==> config.mk <==
export PLATFORM = sky130hd
export DESIGN_NAME = comparator_output_debounce
export DESIGN_NICKNAME = d
export VERILOG_FILES = /design/src/cmp_debounce_pkg.sv /design/src/comparator_output_debounce.sv /design/src/sync_two_flop.sv /design/src/stability_filter.sv
export SDC_FILE = /design/constraint.sdc
export NUM_CORES = 1
export LEC_CHECK = 0
export BUFFER_PORTS_ARGS = -buffer_cell sky130_fd_sc_hd__clkbuf_2
export CAP_MARGIN = 40
export CORE_MARGIN = 2
export CORE_UTILIZATION = 50
export CTS_BUF_LIST = sky130_fd_sc_hd__clkbuf_2
export DETAILED_ROUTE_END_ITERATION = 6
export GPL_ROUTABILITY_DRIVEN = 0
export PLACE_DENSITY = 0.8
export SLEW_MARGIN = 20
export SYNTH_ARGS = -nofsm -noshare
export SYNTH_HDL_FRONTEND = slang
export SYNTH_SLANG_ARGS = --single-unit
==> constraint.sdc <==
create_clock -name clock_in -period 2.8 [get_ports clock_in]
set_input_delay 0.42 -clock clock_in [delete_from_list [all_inputs] [get_ports clock_in]]
set_output_delay 0.42 -clock clock_in [all_outputs]
set_load 0.03 [all_outputs]
==> src/cmp_debounce_pkg.sv <==
// Package for the comparator output conditioning stage.
// Assumes one system clock; used by the top and filter design files as package::name.
package cmp_debounce_pkg;

  localparam int unsigned CTRL_WIDTH       = 8;
  localparam logic [0:0]  CTRL_OFFSET      = 1'h0;
  localparam int unsigned ENABLE_BIT       = 7;
  localparam int unsigned HYST_HI_BIT      = 6;
  localparam int unsigned HYST_LO_BIT      = 5;
  localparam int unsigned RESULT_BIT       = 4;
  localparam int unsigned INVERT_BIT       = 3;
  localparam int unsigned DEB_SEL_HI       = 2;
  localparam int unsigned DEB_SEL_LO       = 0;
  localparam logic [7:0]  CTRL_RESET       = 8'h00;
  localparam logic [7:0]  CTRL_WRITE_MASK  = 8'hef;

  localparam int unsigned SEL_WIDTH        = 3;
  localparam logic [2:0]  SEL_BYPASS       = 3'h0;
  localparam int unsigned CNT_WIDTH        = 8;

  // Debounce tick is one system clock period
  localparam int unsigned CLK_FREQ_MHZ     = 50;
  localparam int unsigned TICK_PERIOD_NS   = 20;
  localparam int unsigned TICK_CYCLES      = (TICK_PERIOD_NS * CLK_FREQ_MHZ + 999) / 1000;

  typedef struct packed {
    logic       power_enable;
    logic [1:0] hysteresis;
    logic       invert;
    logic [2:0] length_select;
  } ctrl_fields_t;

  typedef struct packed {
    logic       write_strobe;
    logic       read_strobe;
    logic [0:0] address;
    logic [7:0] write_data;
  } reg_request_t;

endpackage

==> src/comparator_output_debounce.sv <==
// Comparator output conditioning: inversion, debounce, control register.
// Assumes a raw asynchronous comparator decision and a same-clock CPU port.
//
// Notes on behaviour
// - Select 000 passes result without debounce
// - Selects 001-011 need 3-4, 7-8, 15-16 ticks
// - Selects 100-111 need 31-32 up to 255-256
// - Filtered result readable at bit 4, read-only
// - Bit 3 inverts decision before the filter
// - Status polarity follows inversion setting
//
// The implementer's own choices: the placing of the registers and strobed register access.
`timescale 1ns/1ns
`default_nettype none
module comparator_output_debounce (
  input  wire logic       clock_in,
  input  wire logic       sys_rst_in,
  input  wire logic       reg_addr_in,
  input  wire logic [7:0] reg_wdata_in,
  input  wire logic       reg_write_in,
  input  wire logic       reg_read_in,
  output var  logic [7:0] reg_rdata_out,
  input  wire logic       compare_raw_in,
  output var  logic       comparator_power_enable_out,
  output var  logic [1:0] hysteresis_select_out,
  output var  logic       filtered_compare_result_out
);
  cmp_debounce_pkg::ctrl_fields_t ctrl_reg;
  cmp_debounce_pkg::ctrl_fields_t ctrl_next;
  cmp_debounce_pkg::reg_request_t req;
  logic [7:0] rdata_reg;
  logic [7:0] rdata_next;
  logic       raw_sync;
  logic       sample;
  logic       filtered_compare_result;
  logic [7:0] ctrl_view;

  assign req = '{write_strobe: reg_write_in, read_strobe: reg_read_in,
                 address: reg_addr_in, write_data: reg_wdata_in};

  sync_two_flop u_sync (
    .clock_in   (clock_in),
    .sys_rst_in (sys_rst_in),
    .async_in   (compare_raw_in),
    .sync_out   (raw_sync)
  );

  // Invert ahead of the filter so the status bit carries the chosen polarity
  assign sample = raw_sync ^ ctrl_reg.invert;

  stability_filter #(
    .CW (cmp_debounce_pkg::CNT_WIDTH)
  ) u_filter (
    .clock_in     (clock_in),
    .sys_rst_in   (sys_rst_in),
    .run_in       (ctrl_reg.power_enable),
    .tick_in      (1'b1),
    .sample_in    (sample),
    .select_in    (ctrl_reg.length_select),
    .filtered_out (filtered_compare_result)
  );

  // Result bit is slotted in from the filter, never from stored write data
  assign ctrl_view = {ctrl_reg.power_enable, ctrl_reg.hysteresis,
                      filtered_compare_result, ctrl_reg.invert,
                      ctrl_reg.length_select};

  always_comb begin
    ctrl_next  = ctrl_reg;
    rdata_next = 8'h00;
    if (req.write_strobe && req.address == cmp_debounce_pkg::CTRL_OFFSET) begin
      ctrl_next.power_enable  = req.write_data[cmp_debounce_pkg::ENABLE_BIT];
      ctrl_next.hysteresis    = req.write_data[cmp_debounce_pkg::HYST_HI_BIT:
                                               cmp_debounce_pkg::HYST_LO_BIT];
      ctrl_next.invert        = req.write_data[cmp_debounce_pkg::INVERT_BIT];
      ctrl_next.length_select = req.write_data[cmp_debounce_pkg::DEB_SEL_HI:
                                               cmp_debounce_pkg::DEB_SEL_LO];
    end
    if (req.read_strobe) begin
      if (req.address == cmp_debounce_pkg::CTRL_OFFSET) begin
        rdata_next = ctrl_view;
      end else begin
        rdata_next = 8'h00;
      end
    end
  end

  always_ff @(posedge clock_in or posedge sys_rst_in) begin
    if (sys_rst_in) begin
      ctrl_reg  <= cmp_debounce_pkg::ctrl_fields_t'(7'h00);
      rdata_reg <= 8'h00;
    end else begin
      ctrl_reg  <= ctrl_next;
      rdata_reg <= rdata_next;
    end
  end

  assign reg_rdata_out               = rdata_reg;
  assign comparator_power_enable_out = ctrl_reg.power_enable;
  assign hysteresis_select_out       = ctrl_reg.hysteresis;
  assign filtered_compare_result_out = filtered_compare_result;
endmodule
`default_nettype wire

==> src/sync_two_flop.sv <==
// Two flip-flop synchroniser for the raw comparator decision.
// Assumes the input is asynchronous to clock_in.
`timescale 1ns/1ns
`default_nettype none
module sync_two_flop (
  input  wire logic clock_in,
  input  wire logic sys_rst_in,
  input  wire logic async_in,
  output var  logic sync_out
);
  logic stage1_reg;
  logic stage2_reg;

  always_ff @(posedge clock_in or posedge sys_rst_in) begin
    if (sys_rst_in) begin
      stage1_reg <= 1'b0;
      stage2_reg <= 1'b0;
    end else begin
      stage1_reg <= async_in;
      stage2_reg <= stage1_reg;
    end
  end

  assign sync_out = stage2_reg;
endmodule
`default_nettype wire

==> src/stability_filter.sv <==
// Debounce counter: output follows the input once it has been stable for the
// selected number of ticks. Assumes tick_in is a one-cycle enable pulse.
`timescale 1ns/1ns
`default_nettype none
module stability_filter #(
  parameter int unsigned CW = cmp_debounce_pkg::CNT_WIDTH
) (
  input  wire logic          clock_in,
  input  wire logic          sys_rst_in,
  input  wire logic          run_in,
  input  wire logic          tick_in,
  input  wire logic          sample_in,
  input  wire logic [2:0]    select_in,
  output var  logic          filtered_out
);
  logic          out_reg;
  logic          out_next;
  logic [CW-1:0] cnt_reg;
  logic [CW-1:0] cnt_next;
  logic [CW-1:0] limit;

  // Select n needs 2^(n+1)-1 stable ticks; sample phase adds up to one more
  assign limit = CW'((9'h002 << select_in) - 9'h002);

  always_comb begin
    out_next = out_reg;
    cnt_next = cnt_reg;
    if (!run_in) begin
      cnt_next = '0;
    end else if (select_in == cmp_debounce_pkg::SEL_BYPASS) begin
      out_next = sample_in;
      cnt_next = '0;
    end else if (sample_in == out_reg) begin
      cnt_next = '0;
    end else if (tick_in) begin
      if (cnt_reg >= limit) begin
        out_next = sample_in;
        cnt_next = '0;
      end else begin
        cnt_next = cnt_reg + CW'(1);
      end
    end
  end

  always_ff @(posedge clock_in or posedge sys_rst_in) begin
    if (sys_rst_in) begin
      out_reg <= 1'b0;
      cnt_reg <= '0;
    end else begin
      out_reg <= out_next;
      cnt_reg <= cnt_next;
    end
  end

  assign filtered_out = out_reg;
endmodule
`default_nettype wire

==> run_results.csv <==
group,metric,value,unit
power,p_sw,309,uW
sta,setup_tns,0,ps
cts,insertion_delay,340,ps
yosys,synth_seq_cells,26,
global_route,antenna_found_initial,0,
sta,holdWs,24.3,ps
sta,tightest_slew,658,ps
setup_path,end_kind,"register",
yosys,synthTopCellsByArea,"dfrtp_1 51%, ha_1 8.9%, xor2_1 5.5%, mux2_2 4.4%, and2_1 3.9%",
finish,multiInputGateArea,604,um^2
global_route,grt_first_pass_wirelength,3620,um
yosys,synth_commonest_cells,"26 x dfrtp_1, 9 x ha_1, 9 x nor2_1",
cts,clk_pin_slew_worst_paths,230,ps
power,clock_power_share,24.0,%
setup_path,path_cells,"or3_4 -> ha_4 -> nor3_1 -> a21oi_1 -> o21a_1 -> ha_1 -> and3_1 -> a221oi_4 -> a21boi_2 -> mux2_1",
yosys,synth-edff-count,0,
sta,setup_violations,0,
setup_path,cp_data_arrival_time,3000,ps
sta,hold_viol_final,0,
cts,cts_tree,"built",
setup_path,crit_type,"reg2reg",
sta,slew_headroom,56.1,%
floorplan,io_pins,26,
floorplan,die_w,54.4,um
power,powerDensity,633,nW/um^2
yosys,ys.flop_type,"dfrtp_1",
cts,clockBufferDepth,2,
sta,slew_viol_final,0,
yosys,yosysSeqAreaShare,51.2,%
min_path,hp-class,"in2async",
yosys,synth_top_area_share,51.2,%
setup_path,cp_num_buf_inv,0,
yosys,yosys.area.top_type,"dfrtp_1",
power,p_sw_share,32.0,%
power,p_leak,0.759,nW
power,vdd_ir_drop_max,337,uV
flow_run,drv_cap,0,
setup_path,critPathRequiredTime,3070,ps
setup_path,crit_family,"simple AND/OR/NAND/NOR gates",
drt,drc,0,
yosys,synth_most_common_cell,"dfrtp_1",
floorplan,rows,18,
global_route,grt-ovfl-total,0,
setup_path,crit_fanout,6,
yosys,synth_nets,134,
yosys,ys_types,29,
drt,via_per_inst,5.17,
yosys,synthArstFlopShare,100,%
place,dp_hpwl,1690,um
finish,syn_to_final_growth,19.8,%
sta,layout_min_cycle_time,2740,ps
setup_path,critPathLaunchType,"register",
yosys,yosysWarnings,0,
drt,wl,2240,um
floorplan,dieArea,2960,um^2
yosys,syn-cell-area,1270,um^2
floorplan,initial_core_util,52.2,%
sta,fmax,365,MHz
cts,cts_max_level,1,
drt,drtPass1Iterations,4,
setup_path,crit_path_top_delay_cell,"dfrtp_1",
drt,num_vias,874,
cts,cts.sinks,26,
power,p_seq_share,46.6,%
global_route,grt_start_max_net_pins,16,
setup_path,slowest_delay,430,ps
place,port_buffers,24,
floorplan,coreArea,2430,um^2
finish,drive_above_1_share,33.1,%
cts,root_buffer,"clkbuf_2",
cts,cts_buffers,3,
yosys,syn_avg_cell_area,11.4,um^2
drt,ant_nets,0,
sta,fin_skew,5.74,ps
drt,drt_iter0_drc,7,
run_status,outcome,"finished clean",
power,intPower,655,uW
finish,fillers,203,
finish,fin_nets,163,
power,combPwrFrac,29.4,%
cts,cts_hold_buf,0,
finish,diodes,0,
global_route,grtUsageTotal,17.4,%
finish,regArea,651,um^2
sta,finalCritPeriodShare,97.7,%
drt,wire_per_inst,13.2,um
global_route,grt_pass1_vias,897,
yosys,syn-instance-count,111,
floorplan,die_h,54.4,um
-- kinds of logic (layout without fill, tap and decap cells) --
group	Yosys count	count (layout)	share of synthesized area [%]
XOR/XNOR	10	10	6.90
adder cells (fa/ha/maj)	9	9	8.87
multiplexers	6	6	5.32
flip-flops	26	26	51.2
AND/OR/NAND/NOR	38	38	16.5
AO/OA/AOI/OAI	12	12	7.09
buffers and inverters	10	38	4.14
-- power by group through the flow --
stage	combinational, mW	sequential [mW]	clock, mW
2_1_floorplan	0.164	0.486	0
3_3_place_gp	0.243	0.452	0
3_5_place_dp	0.257	0.455	0
4_1_cts	0.261	0.448	0.240
5_1_grt	0.315	0.457	0.258
6_report	0.283	0.449	0.231
-- cell type report --
class	count	share of cell area [%]
clock buffers	3	0.987
well taps	30	2.47
multi-input cells	75	39.7
clock inverters	1	1.97
flip-flops and latches	26	42.8
inverters	5	1.23
repair buffers	29	10.9
-- final timing paths --
kind / from / cells after the start / end / slack, ps
worst min register to register: u_sync.stage1_reg / 0 / u_sync.sync_out / 380
worst max-delay path: ctrl_reg[0] / 10 / u_filter.filtered_out / 60
worst max register to register: ctrl_reg[0] / 10 / u_filter.filtered_out / 60
min in group clock_in: compare_raw_in / 1 / u_sync.stage1_reg / 150
worst min-delay path: sys_rst_in / 2 / u_filter.cnt_reg[5] / 20
max in group asynchronous: sys_rst_in / 3 / reg_rdata_out[0] / 2310
-- stage by stage --
| stage | worst slack [ps] | power, mW | cell area, um^2 | util, % | cells |
|---|---|---|---|---|---|
| 3_3_place_gp | 57.6 | 0.696 | 1420 | 58.2 | 163 |
| 4_1_cts | 5.75 | 0.949 | 1480 | 60.8 | 168 |
| 6_report | 63.9 | 0.963 | 1520 | 62.6 | 169 |
| 2_1_floorplan | 4.55 | 0.650 | 1280 | - | 111 |
| 5_1_grt | -46.7 | 1.03 | 1520 | 62.6 | 169 |
| 3_5_place_dp | -14.0 | 0.713 | 1430 | 58.8 | 164 |
-- what timing repair did --
action | 4_1_cts | 5_1_grt
setup buffers | 0 | 1
setup endpoints to repair | 9 | 9
resized for setup | 1 | 5
pin swaps | 2 | 2
-- routing by layer --
metal  share of wire [%]  track usage (%)  vias up  wire [um]
met4                 1.9             9.17        0         43
met3                 4.1             2.73        6         91
met1                  43             18.6      417        955
met5                   0                0        -          0
met2                  51             32.5       21       1150
li1                    -                -      430          -
-- cells in the final DEF, fill, tap and decap left out, types with 2 or more instances in the layout --
cell       n
a21o_1     2
a21oi_1    2
and2_1     8
and3_1     3
buf_4      4
clkbuf_2  27
dfrtp_1   26
ha_1       8
inv_1      4
mux2_2     5
nand2_1    4
nand3_1    5
nor2_1     9
nor2b_1    2
nor3_1     2
o211ai_1   2
o21ai_0    2
xnor2_1    2
xor2_1     8
(Power assumes the default switching activity.)
